`config.mk`:
```
export PLATFORM = sky130hd
export DESIGN_NAME = can_interrupt_mask_control
export DESIGN_NICKNAME = d
export VERILOG_FILES = /design/src/irq_mask_pkg.sv /design/src/can_interrupt_mask_control.sv /design/src/irq_gate.sv /design/src/mask_bit_cell.sv
export SDC_FILE = /design/constraint.sdc
export NUM_CORES = 1
export LEC_CHECK = 0
export ABC_AREA = 1
export BUFFER_PORTS_ARGS = -buffer_cell sky130_fd_sc_hd__buf_2
export CORE_MARGIN = 1
export CORE_UTILIZATION = 28
export CTS_BUF_LIST = sky130_fd_sc_hd__clkbuf_8
export DETAILED_ROUTE_END_ITERATION = 6
export SETUP_SLACK_MARGIN = 0.2
export SYNTH_ARGS = -nofsm -noshare
export SYNTH_HDL_FRONTEND = slang
export SYNTH_HIERARCHICAL = 1
export SYNTH_SLANG_ARGS = --single-unit
```
`constraint.sdc`:
```
create_clock -name core_clk_in -period 1.6 [get_ports core_clk_in]
set_input_delay 0.24 -clock core_clk_in [delete_from_list [all_inputs] [get_ports core_clk_in]]
set_output_delay 0.24 -clock core_clk_in [all_outputs]
set_load 0.01 [all_outputs]
```
`src/irq_mask_pkg.sv`:
```
// Register map, field positions and reset values of the interrupt mask block
package irq_mask_pkg;
    localparam int unsigned ADDR_W      = 12;
    localparam int unsigned DATA_W      = 32;
    localparam int unsigned NUM_MSGBOX  = 8;
    localparam logic [11:0] OFS_ENABLE  = 12'h004;
    localparam logic [11:0] OFS_DISABLE = 12'h008;
    localparam logic [11:0] OFS_MASK    = 12'h00C;
    localparam logic [11:0] OFS_STATUS  = 12'h010;
    localparam int unsigned POS_MSGBOX  = 0;
    localparam int unsigned POS_ACTIVE  = 16;
    localparam int unsigned POS_WARN    = 17;
    localparam int unsigned POS_PASSIVE = 18;
    localparam int unsigned POS_BUSOFF  = 19;
    localparam int unsigned POS_SLEEP   = 20;
    localparam int unsigned POS_WAKEUP  = 21;
    localparam int unsigned POS_TIMER_OVF = 22;
    localparam int unsigned POS_TSTAMP  = 23;
    localparam int unsigned POS_CRC     = 24;
    localparam int unsigned POS_STUFF   = 25;
    localparam int unsigned POS_ACK     = 26;
    localparam int unsigned POS_FORM    = 27;
    localparam int unsigned POS_BIT     = 28;
    localparam logic [31:0] VALID_BITS  = 32'h1FFF_00FF;
    localparam logic [31:0] MASK_RESET  = 32'h0000_0000;
    localparam logic [31:0] READ_IDLE   = 32'h0000_0000;
endpackage

```
`src/can_interrupt_mask_control.sv`:
```
// Interrupt enable, disable and mask registers of the CAN controller
`timescale 1ns/1ps
`default_nettype none
module can_interrupt_mask_control (
    input  wire logic        core_clk_in,
    input  wire logic        rst_b_in,
    input  wire logic        clk_en_in,
    input  wire logic [11:0] addr_in,
    input  wire logic [31:0] wdata_in,
    input  wire logic        wr_in,
    input  wire logic        rd_in,
    input  wire logic [31:0] flags_in,
    output var  logic [31:0] rdata_out,
    output var  logic [31:0] mask_out,
    output var  logic        irq_out
);
    logic        wr_enable;
    logic        wr_disable;
    logic        rd_mask;
    logic        rd_status;
    logic [31:0] set_vec;
    logic [31:0] clr_vec;
    logic [31:0] mask_vec;
    logic [31:0] pend_vec;
    logic [31:0] rdata_d;
    logic [31:0] rdata_q;

    assign wr_enable  = wr_in && (addr_in == irq_mask_pkg::OFS_ENABLE);
    assign wr_disable = wr_in && (addr_in == irq_mask_pkg::OFS_DISABLE);
    assign rd_mask    = rd_in && (addr_in == irq_mask_pkg::OFS_MASK);
    assign rd_status  = rd_in && (addr_in == irq_mask_pkg::OFS_STATUS);

    // Write-one set and clear of any number of valid bits; zero bits leave the mask alone
    assign set_vec = wr_enable ? (wdata_in & irq_mask_pkg::VALID_BITS)
                               : 32'h0000_0000;
    assign clr_vec = wr_disable ? (wdata_in & irq_mask_pkg::VALID_BITS)
                                : 32'h0000_0000;

    genvar g;
    generate
        for (g = 0; g < 32; g++) begin : g_bit
            if (irq_mask_pkg::VALID_BITS[g]) begin : g_cell
                mask_bit_cell u_cell (
                    .core_clk_in (core_clk_in),
                    .rst_b_in    (rst_b_in),
                    .clk_en_in   (clk_en_in),
                    .set_in      (set_vec[g]),
                    .clr_in      (clr_vec[g]),
                    .mask_out    (mask_vec[g])
                );
            end else begin : g_rsvd
                // Reserved positions hold no state and read zero
                assign mask_vec[g] = 1'b0;
            end
        end
    endgenerate

    irq_gate u_gate (
        .core_clk_in (core_clk_in),
        .rst_b_in    (rst_b_in),
        .clk_en_in   (clk_en_in),
        .flags_in    (flags_in),
        .mask_in     (mask_vec),
        .pend_out    (pend_vec),
        .irq_out     (irq_out)
    );

    // Write-only and unmapped addresses read zero
    assign rdata_d = rd_mask   ? mask_vec :
                     rd_status ? pend_vec :
                                 irq_mask_pkg::READ_IDLE;

    always_ff @(posedge core_clk_in) begin
        if (!rst_b_in) begin
            rdata_q  <= irq_mask_pkg::READ_IDLE;
            mask_out <= irq_mask_pkg::MASK_RESET;
        end else if (clk_en_in) begin
            rdata_q  <= rdata_d;
            mask_out <= mask_vec;
        end
    end
    assign rdata_out = rdata_q;

    // Mailbox disables repeat per entry
    genvar m;
    generate
        for (m = 0; m < irq_mask_pkg::NUM_MSGBOX; m++) begin : g_mbox_chk

        end
    endgenerate

    // Every implemented bit: set, clear and hold behave alike
    genvar v;
    generate
        for (v = 0; v < 32; v++) begin : g_bit_chk
            if (irq_mask_pkg::VALID_BITS[v]) begin : g_live

            end else begin : g_dead

            end
        end
    endgenerate
endmodule
`default_nettype wire

```
`src/irq_gate.sv`:
```
// Registered gating of status flags by mask bits onto one request line
`timescale 1ns/1ps
`default_nettype none
module irq_gate (
    input  wire logic        core_clk_in,
    input  wire logic        rst_b_in,
    input  wire logic        clk_en_in,
    input  wire logic [31:0] flags_in,
    input  wire logic [31:0] mask_in,
    output var  logic [31:0] pend_out,
    output var  logic        irq_out
);
    logic [31:0] pend_d;
    logic        irq_d;
    assign pend_d = flags_in & mask_in;
    assign irq_d  = |pend_d;
    always_ff @(posedge core_clk_in) begin
        if (!rst_b_in) begin
            pend_out <= 32'h0000_0000;
            irq_out  <= 1'b0;
        end else if (clk_en_in) begin
            pend_out <= pend_d;
            irq_out  <= irq_d;
        end
    end
endmodule
`default_nettype wire

```
`src/mask_bit_cell.sv`:
```
// One mask bit: set by enable write, cleared by disable write
`timescale 1ns/1ps
`default_nettype none
module mask_bit_cell (
    input  wire logic core_clk_in,
    input  wire logic rst_b_in,
    input  wire logic clk_en_in,
    input  wire logic set_in,
    input  wire logic clr_in,
    output var  logic mask_out
);
    logic mask_q;
    logic mask_d;
    // Enable and disable never meet: different addresses, one strobe
    assign mask_d = set_in ? 1'b1 : (clr_in ? 1'b0 : mask_q);
    always_ff @(posedge core_clk_in) begin
        if (!rst_b_in) begin
            mask_q <= 1'b0;
        end else if (clk_en_in) begin
            mask_q <= mask_d;
        end
    end
    assign mask_out = mask_q;
endmodule
`default_nettype wire
```
Yosys cells after proc, flatten, opt, wreduce, memory -nomap -nowiden --
Cells that the tools add are included.
Operators by class: equal/unequal tests 4, muxes and demuxes 46, bitwise gates (word level) 1, reduce and logical (&&, ||, !) cells 47
Operator list (number):
- 32-bit 2-to-1 mux | 2
- 29-bit 2-to-1 mux | 2
- 1-bit 2-to-1 mux | 42
- 2-bit AND reduction | 21
- 2-bit nonzero test | 21
- 32-bit by 29-bit bitwise AND with 32-bit output | 1
- 32-bit OR reduction | 1
- 12-bit by 4-bit == test with 1-bit output (second input constant) | 2
- 12-bit by 3-bit == test with 1-bit output (second input constant) | 1
- 12-bit by 5-bit == test with 1-bit output (second input constant) | 1
- 1-bit logical AND | 4
Word-level totals: bits in registers 107, input port bits 81, output and inout port bits 65, word-level logic and storage cells 123

Depth between registers and ports, before layout --
Gate-level depths: netlist of the first run.
depth after elaboration 5, gate-level depth with buffers 9, depth with buffers taken out 8

Hierarchy --
Netlist of the first run, hierarchy kept.
By module, submodules not included:
- can_interrupt_mask_control | instances 1, cells an instance 418, area each 2703.8 sq um
- irq_gate | instances 1, cells an instance 170, area each 1431.4 sq um
- mask_bit_cell | instances 21, cells an instance 6, area each 43.8 sq um

Worst setup path after synthesis of the first run --
No wires, ideal clock.
path type input -> register, start point input port addr_in[7], end point register g_bit[23].g_cell.u_cell.mask_q, setup time 0.114 ns, arrival time 1.084 ns, setup slack 0.402 ns, stages on the path 9, buffers on the path 1, cells stage by stage nor2_2 -> nand2_1 -> nor2_4 -> nand3_1 -> buf_2 -> nor2_1 -> nand2_1 -> nand2_1 -> a21oi_2
On the way: cells in the longest elaborated chain, start to end 5, elaborated cells between the ends (all ways) 9
RTL lines:
- start: declaration | line can_interrupt_mask_control.sv:8 | input wire logic [11:0] addr_in,
- 12-bit by 4-bit == test with 1-bit output | line can_interrupt_mask_control.sv:29 | assign wr_disable = wr_in && (addr_in == irq_mask_pkg::OFS_DISABLE);
- 1-bit logical AND | line can_interrupt_mask_control.sv:29
- 29-bit 2-to-1 mux | line can_interrupt_mask_control.sv:36 | assign clr_vec = wr_disable ? (wdata_in & irq_mask_pkg::VALID_BITS)
- net clr_vec[23] | line can_interrupt_mask_control.sv:22 | logic [31:0] clr_vec;
- 2-bit nonzero test (no line)
- 2-bit AND reduction (no line)
- end signal: assignment | line mask_bit_cell.sv:20 | mask_q <= mask_d;
- end: declaration | line mask_bit_cell.sv:12 | logic mask_q;
The timed path passes the listed nets, and every way through them passes these cells. A chain may end at the register's enable or synchronous reset.

==> results of run 1 <==
## synth_stat cells
cell / count
a21oi_1: 45
a21oi_2: 40
buf_1: 1
buf_2: 13
buf_4: 20
buf_6: 3
buf_8: 1
clkbuf_1: 13
conb_1: 1
dfxtp_1: 107
inv_1: 74
inv_2: 2
nand2_1: 150
nand2_2: 1
nand3_1: 49
nand4_1: 12
nor2_1: 101
nor2_2: 3
nor2_4: 1
nor3_1: 2
o21a_1: 1
o21ai_0: 54
o21ai_1: 8
o21ai_2: 12
## report_power, final
part	internal [W]	switching (W)
Combinational	0.000218	0.000368
Clock	0.000755	0.000964
Sequential	0.00276	0.0000465
## worst max path at each step
stage | from | end | slack [ns] | cells past startpoint
6_report | mask_out[21]$_SDFFE_PN0P_ | mask_out[21] | 0.46 | 1
5_1_grt | g_bit[21].g_cell.u_cell/mask_out$_SDFFE_PN0P_ | u_gate/irq_out$_SDFFE_PN0P_ | 0.34 | 8
4_1_cts | mask_out[21]$_SDFFE_PN0P_ | mask_out[21] | 0.43 | 1
3_5_place_dp | addr_in[7] | g_bit[28].g_cell.u_cell/mask_out$_SDFFE_PN0P_ | 0.07 | 10
3_3_place_gp | addr_in[11] | rdata_out[4]$_SDFFE_PN0P_ | 0.13 | 9
2_1_floorplan | addr_in[7] | g_bit[23].g_cell.u_cell/mask_out$_SDFFE_PN0P_ | 0.40 | 9
## layout make-up
type                       count  area [um^2]  area share (%)
sequential                   107         2140            34.6
clock inverter                 5         52.6           0.850
timing repair buffer         146          895            14.5
tap                          225          282            4.55
multi-input combinational    501         2390            38.6
inverter                      76          285            4.61
clock buffer                  10          138            2.23
## layer usage
metal,vias up,wire length (um),global-route usage (%)
met1,2089,7220,22.4
met3,18,590,2.76
met4,0,293,7.35
li1,2505,-,-
met5,-,0,0
met2,119,6180,23.8
## cells in the final DEF (no fill, tap or decap)
cell / count
nand2_2: 1
a21oi_2: 40
o21a_1: 1
o21ai_0: 54
inv_1: 75
nand3_1: 49
inv_6: 1
conb_1: 22
nand2_1: 150
o21ai_1: 8
buf_12: 8
nor3_1: 2
dfxtp_1: 107
nor2_4: 1
clkbuf_8: 10
o21ai_2: 12
inv_2: 2
bufinv_16: 1
nor2_2: 3
nand4_1: 12
buf_4: 15
a21oi_1: 45
clkinv_2: 2
nor2_1: 101
buf_2: 122
buf_6: 1
## metrics by stage
stage | setup WS [ns] | util (%) | power [W]
after detailed placement | 0.0703 | 34.3 | 0.00345
after global routing | 0.339 | 35.4 | 0.00539
after floorplan | 0.402 | - | 0.00322
after CTS | 0.434 | 35.4 | 0.00520
final | 0.459 | 35.4 | 0.00511
after global placement | 0.127 | 34.3 | 0.00344
## registers in the layout, indices dropped and copies added, names as in the netlist
signal,flops
u_gate/irq_out,1
g_bit.g_cell.u_cell/mask_out,21
rdata_out,32
u_gate/pend_out,32
mask_out,21
## kinds of logic (layout without fill, tap and decap cells)
| group | after synthesis | after routing | synth area share (%) |
|---|---|---|---|
| and+or+nand+nor | 319 | 319 | 25.9 |
| AOI/OAI and AO/OA | 160 | 160 | 19.8 |
| buffers and inverters | 127 | 237 | 11.9 |
| DFF | 107 | 107 | 42.4 |
| other | 1 | 22 | 0.0742 |
==> results.toml, run 1 <==
[grt]
grt_usage_pct = 16.0
grt_start_max_net_pins = 58
grt_pass1_wl_um = 22600
first_global_vias = 4284
antenna_found_initial = 0
grt-ovfl-total = 0

[critical_path]
path_max_fanout = 2
cp-start-kind = "register"
r2r-start = "g_bit[7].g_cell.u_cell/mask_out$_SDFFE_PN0P_"
path_cells = "buf_2"
r2r_cells = 8
critPathArrivalTime_ns = 0.90
cp.required_ns = 1.36
endpoint_kind = "primary output"
cpMaxStageDelayCell = "dfxtp_1"
crit_type = "reg -> out"
critical_path_buf_inv_count = 1
critical-path-max-stage-delay_ns = 0.37
cp_top_family = "flip-flops"
rrSetupSlack_ns = 0.47
r2r-end = "u_gate/irq_out$_SDFFE_PN0P_"

[timing]
rsz0062_at_grt = "no"
max_freq_ghz = 0.877
holdWs_ns = 0.116
period_minus_slack_ns = 1.14
skew_ns = 0.00840
slew_headroom_pct = 54.1
layout_worst_path_cycle_share_pct = 71.3
final_max_slew_viol_count = 0
final_hold_viol_count = 0
setup_viol = 0
tns_ns = 0
worst_pin_slew_ns = 0.688

[clock_tree]
clkLatencyLatePin_ns = 0.39
clockRootBuffer = "clkbuf_8"
cts_resized = 0
cts_tree = "done"
clock_path_buffers = 2
cts_sinks = 107
htree_levels = 3
cts_hold_buffers = 0
path_clk_slew_ns = 0.11
cts_buffers = 9
post_cts_buffers = 0

[detailed_routing]
wl_per_cell_um = 13.4
drc = 0
vias_per_cell = 4.42
antenna_left = 0
drt_iter0_drc = 231
first_pass_iters = 5
routed_wl_um = 14300
dr_total_vias = 4731

[final_layout]
instances_no_fill = 1070
nets = 922
area.growth.synth_to_final_pct = 22.3
drive_above_1_share_pct = 25.9
nFillCells = 1896
diodes = 0
stdcell_area_mm2 = 0.00618

[pwr]
p_leak_nw = 2.87
powerDensity_mw_per_mm2 = 826
vdd_drop_max_v = 0.000354

[min_path]
min_path_cells = 3
min-delay-start = "flags_in[1]"
hold_class = "in -> reg"
holdPathEnd = "u_gate/pend_out[1]$_SDFFE_PN0P_"

[die]
die-area_mm2 = 0.0186
die_w_um = 136
ioPinCount = 146
num_rows = 48
start_util_pct = 28.9
coreArea_mm2 = 0.0175
die_y_um = 136

[status]
status = "completed"

[placement]
dp_hpwl_um = 9940
place_inst = 1055
postPlaceCellArea_mm2 = 0.00599
port_buffers = 123
place.gp.congestion = 0.760

[logic_synthesis]
syn_area_mm2 = 0.00505
ys_seq_area_share_pct = 42.4
synth_top_area_share_pct = 42.4
yosys-top-cells-area = "dfxtp_1 (42%), nand2_1 (11%), nor2_1 (7.5%)"
yosys_warnings = 6
synth.avg_cell_area_um2 = 7.08
syn-instance-count = 714
ys_ff_latch = 107
yosys.area.top_type = "dfxtp_1"
synth.distinct_cells = 24

[job]
drv_cap = 0
Power figures use the tool's default switching activity.
==> run 2, diff against run 1 <==
Clock period 1.6 ns to 1.1 ns, I/O delays scaled along.
==> run 2 against run 1 <==
Effect of this change: worst hold slack worse by 0.083 ns; critical path depth grew 9; largest power group unchanged; wire length rose by 16%; clock skew up 0.0035 ns; combinational power grew 87%; core utilization up 8.9 points; largest cell class unchanged; register-to-register slack got worse by 0.44 ns; non-clock buffer count up 54; die area stayed put.
==> results.toml, run 2 (synthesis results as in run 1) <==
[die]
ioPinCount = 146
die-area_mm2 = 0.0186
die_w_um = 136
start_util_pct = 28.9
die_y_um = 136
num_rows = 48
coreArea_mm2 = 0.0175

[pwr]
vdd_drop_max_v = 0.000517
p_comb_share_pct = 14.3
power_frac_clock_pct = 32.1
power_switching_w = 0.00221
p_int_w = 0.00549
powerDensity_mw_per_mm2 = 994
p_sw_share_pct = 28.7
seqPwrFrac_pct = 53.5
p_leak_nw = 3.34

[clock_tree]
cts_sinks = 107
htree_levels = 3
clock_path_buffers = 2
clkLatencyLatePin_ns = 0.39
path_clk_slew_ns = 0.10
cts_tree = "done"
cts_buffers = 9
clockRootBuffer = "clkbuf_8"

[critical_path]
critical-path-max-stage-delay_ns = 0.24
cp-startpoint = "addr_in[6]"
r2r-start = "g_bit[19].g_cell.u_cell/mask_out$_SDFFE_PN0P_"
crit_type = "in -> reg"
cp_top_family = "buffers and inverters"
cp-start-kind = "input port"
r2r-end = "u_gate/irq_out$_SDFFE_PN0P_"
path_common_cell = "buf_4"
r2r_cells = 8
critical_path_buf_inv_count = 5
path_max_fanout = 5
cp.depth = 10
crit_end = "rdata_out[17]$_SDFFE_PN0P_"
cpMaxStageDelayCell = "nor2_4"
rrSetupSlack_ns = 0.03
path_cells = "buf_6 > nor2_4 > buf_4 > buf_4 > buf_4 > nand3_4 > nor2_4 > clkbuf_16 > nand3_1 > a21oi_1"
cp.required_ns = 1.41
critPathArrivalTime_ns = 1.41
endpoint_kind = "register"

[final_layout]
diodes = 0
stdcell_area_mm2 = 0.00774
drive_above_1_share_pct = 48.2
fin_util_pct = 44.3
final_common_cell = "nand2_1"
nets = 976
area.growth.synth_to_final_pct = 53.2
final_cell_mix = "nand2_1 (126), inv_1 (74), buf_6 (71)"

[status]
status = "completed"

[detailed_routing]
top_layer = "met4"
dr_total_vias = 5163
first_pass_iters = 5
drc = 0
antenna_left = 0
wl_met2_um = 7720
met1Wirelength_um = 7710
wl_per_cell_um = 14.8
routed_wl_um = 16600
wl_met3_um = 868
drt_iter0_drc = 274
vias_per_cell = 4.59

[grt]
grt_pass1_wl_um = 24400
grt_usage_pct = 17.1
grt_start_max_net_pins = 55
first_global_vias = 4724
grt-ovfl-total = 0
antenna_found_initial = 0

[min_path]
hold_class = "in -> reg"

[timing]
max_freq_ghz = 0.910
final_max_slew_viol_count = 0
rsz0062_at_grt = "yes"
setup_viol = 0
final_hold_viol_count = 0
layout_worst_path_cycle_share_pct = 99.8
skew_ns = 0.0119
period_minus_slack_ns = 1.10

[placement]
dp_hpwl_um = 10700
postPlaceCellArea_mm2 = 0.00621
place.gp.congestion = 0.851
port_buffers = 123

[job]
drv_cap = 0
==> run 2: cell count changes in the layout (fill, tap and decap cells not counted), moves of 24 or more <==
cell | previous run | this run
dfxtp_2 | 0 | 64
nor2_1 | 101 | 65
nand2_1 | 150 | 126
nor2_4 | 1 | 25
nand2_2 | 1 | 25
buf_6 | 1 | 71
buf_2 | 122 | 61
buf_4 | 15 | 50
dfxtp_1 | 107 | 42
==> run 2: worst register-to-register path, delay by kind of cell, from the launching register on <==
family,cells,cell delay [ns]
buffers and inverters,1,0.03
flip-flops,1,0.35
AND/OR/NAND/NOR,7,0.58
==> run 2: how the worst min path moves through the flow <==
stage                                           from                                      endpoint  slack (ns)  cells after the start
final                                   flags_in[16]              u_gate/pend_out[16]$_SDFFE_PN0P_        0.03                      3
after global routing                    flags_in[16]              u_gate/pend_out[16]$_SDFFE_PN0P_        0.02                      3
after CTS                                flags_in[6]               u_gate/pend_out[6]$_SDFFE_PN0P_        0.01                      3
after detailed placement                 flags_in[3]               u_gate/pend_out[3]$_SDFFE_PN0P_        0.45                      3
after global placement    rdata_out[11]$_SDFFE_PN0P_                    rdata_out[11]$_SDFFE_PN0P_        0.45                      2
after floorplan                             rst_b_in  g_bit[0].g_cell.u_cell/mask_out$_SDFFE_PN0P_        0.29                      2
==> run 2: final cells by class <==
type / instances / area [um^2]
clock buffers: 11 / 151
multi-input cells: 501 / 2860
repair buffers: 200 / 1890
clock inverters: 5 / 45.0
inverters: 76 / 285
flip-flops and latches: 107 / 2230
well taps: 225 / 282
fillers: 1721 / 9730
==> run 2: metal layers <==
metal	vias up	global-route usage [%]
met4	0	6.54
met5	-	0
met2	151	25.6
met1	2378	23.8
met3	19	3.54
li1	2615	-
==> run 2: what timing repair did <==
action	in CTS	in global routing
gates cloned	5	5
pin swaps	28	66
hold endpoints to repair	0	0
hold buffers	0	0
setup buffers	14	4
setup endpoints to repair	91	100
gates resized for setup	158	108
==> run 2: power groups by stage <==
stage	sequential, W	clock, W	combinational (W)
floorplan	0.00420	0	0.000492
global placement	0.00417	0	0.000894
detailed placement	0.00417	0	0.000897
CTS	0.00411	0.00256	0.00103
global route	0.00413	0.00273	0.00122
finish	0.00412	0.00247	0.00110
==> run 2: stage by stage <==
step                      cells  TNS [ns]  setup WS, ns  power, W  hold WS (ns)
final                      1125         0       0.00166   0.00770        0.0324
after global routing       1125    -0.657       -0.0818   0.00808        0.0172
after CTS                  1116         0        0.0312   0.00770        0.0105
after detailed placement   1081    -11.07        -0.278   0.00507         0.454
after global placement     1081    -10.37        -0.263   0.00506         0.451
after floorplan             735         0       0.00202   0.00469         0.287
==> run 3, diff against run 2 <==
Settings changed: GPL_TIMING_DRIVEN from default to 0.
==> run 3 against run 2 <==
Effect of this change: the flow now finishes with violations (negative setup slack); sequential cell count unchanged; critical path depth rose by 1; die area unchanged; count of clock-buffer cells in the layout decreased by 2; cell count increased by 1.8%; worst hold slack got worse by 0.023 ns; non-clock buffer count is 20 higher; sequential power hardly changed; core utilization is 0.85 points higher; design area increased by 1.9%; critical endpoint is now g_bit[7].g_cell.u_cell/mask_out$_SDFFE_PN0P_.
==> results.toml, run 3 (synthesis results as in run 1) <==
[critical_path]
r2r_cells = 8
rrSetupSlack_ns = 0.03
path_max_fanout = 5
r2r-start = "g_bit[7].g_cell.u_cell/mask_out$_SDFFE_PN0P_"
cpMaxStageDelayCell = "buf_6"
critical-path-max-stage-delay_ns = 0.20
crit_type = "in -> reg"
cp-start-kind = "input port"
critPathArrivalTime_ns = 1.41
endpoint_kind = "register"
cp.required_ns = 1.39
path_cells = "buf_6 > nor2_4 > nand2_2 > nor2_4 > buf_6 > nand3_4 > buf_6 > nor2_4 > nand2_1 > nand2_1 > a21oi_2"
r2r-end = "u_gate/irq_out$_SDFFE_PN0P_"

[detailed_routing]
routed_wl_um = 17800
dr_total_vias = 5313
drc = 0
wl_per_cell_um = 15.6
drt_iter0_drc = 364
first_pass_iters = 4
antenna_left = 0
vias_per_cell = 4.64

[final_layout]
drive_above_1_share_pct = 51.3
diodes = 0
final_cell_mix = "nand2_1 (126), buf_6 (82), inv_1 (72)"
final_common_cell = "nand2_1"
nets = 996
stdcell_area_mm2 = 0.00789
nFillCells = 1733
area.growth.synth_to_final_pct = 56.1

[placement]
post-place-ws_ns = -0.898
place.gp.congestion = 0.815
postPlaceCellArea_mm2 = 0.00609
port_buffers = 123
dp_hpwl_um = 11400

[timing]
final_hold_viol_count = 0
skew_ns = 0.0104
final_max_slew_viol_count = 0
setup_viol = 1
layout_worst_path_cycle_share_pct = 102
worst_slack_ns = -0.0197
tns_ns = -0.0197
rsz0062_at_grt = "yes"
max_freq_ghz = 0.893
period_minus_slack_ns = 1.12

[grt]
met3_usage_pct = 4.25
antenna_found_initial = 1
top_usage_layer = "met2"
grt_start_max_net_pins = 49
grt_pass1_wl_um = 26200
grtUsageMet1_pct = 25.2
met2_usage_pct = 29.2
first_global_vias = 4859
grt-ovfl-total = 0
grt_usage_pct = 18.8

[die]
coreArea_mm2 = 0.0175
start_util_pct = 28.9
ioPinCount = 146
num_rows = 48
die_w_um = 136
die-area_mm2 = 0.0186
die_y_um = 136

[pwr]
vdd_drop_max_v = 0.000725
p_leak_nw = 3.41
powerDensity_mw_per_mm2 = 1020

[clock_tree]
cts_tree = "done"
htree_levels = 3
cts_sinks = 107
path_clk_slew_ns = 0.11
cts_buffers = 9
clkLatencyLatePin_ns = 0.40
clock_path_buffers = 2
clockRootBuffer = "clkbuf_8"

[min_path]
min-delay-start = "flags_in[18]"
holdPathEnd = "u_gate/pend_out[18]$_SDFFE_PN0P_"
min_path_cells = 3
hold_class = "in -> reg"

[status]
violations = "negative setup slack"
status = "finished, violations left"

[job]
drv_cap = 0
run 3: cell types whose count changed in the layout (fill, tap and decap cells not counted), moves of 5 or more:
cell,change
nand3_2,+12
buf_6,+11
nor2_1,-10
dfxtp_4,+9
nand3_1,-9
buf_12,-8
nor2_2,+8
buf_2,+7
clkbuf_2,+7
buf_8,+6
buf_4,-5
dfxtp_2,-5
run 3: per-layer routing:
layer	vias up	share of wire, %
met5	-	0.073
met4	2	1.9
met3	29	6.4
met2	172	46
met1	2444	45
li1	2666	-
run 3: area by class of cell:
class                   count  area (um^2)  area share, %
clock buffers               9          124           1.57
inverters                  76          288           3.65
well taps                 225          282           3.57
clock inverters             7          100           1.27
flip-flops and latches    107         2250           28.6
multi-input cells         501         2920           37.0
repair buffers            169         1500           19.0
plain buffers              51          422           5.34
run 3: how the worst max path moves through the flow:
stage,from,end,cells after the start
2_1_floorplan,addr_in[7],g_bit[23].g_cell.u_cell/mask_out$_SDFFE_PN0P_,9
3_3_place_gp,clk_en_in,rdata_out[8]$_SDFFE_PN0P_,5
3_5_place_dp,clk_en_in,rdata_out[15]$_SDFFE_PN0P_,5
4_1_cts,g_bit[23].g_cell.u_cell/mask_out$_SDFFE_PN0P_,u_gate/irq_out$_SDFFE_PN0P_,8
5_1_grt,addr_in[7],g_bit[7].g_cell.u_cell/mask_out$_SDFFE_PN0P_,11
6_report,addr_in[7],g_bit[7].g_cell.u_cell/mask_out$_SDFFE_PN0P_,11
run 3: timing repair:
item,CTS,global route
endpoints found under the hold margin,1,0
gates cloned,4,8
gates resized for setup,207,136
buffers inserted,25,9
setup endpoints to repair,161,127
pin swaps,31,50
run 3: critical path, delay by kind of cell:
kind,cells,cell delay (ns)
AO/OA/AOI/OAI,1,0.06
AND/OR/NAND/NOR,7,0.74
buffers and inverters,3,0.42
run 3: report_power, final:
group          switching [W]  internal, W
logic               0.000658     0.000500
clock network        0.00152      0.00130
registers          0.0000934      0.00400
run 3: stage by stage:
stage	instances	hold slack (ns)	total power (W)	utilization [%]
floorplan	735	0.287	0.00469	-
global placement	1083	0.452	0.00509	34.8
detailed placement	1083	0.458	0.00509	34.8
CTS	1128	-0.00437	0.00803	41.4
global route	1145	0.0151	0.00843	45.2
finish	1145	0.00976	0.00808	45.2
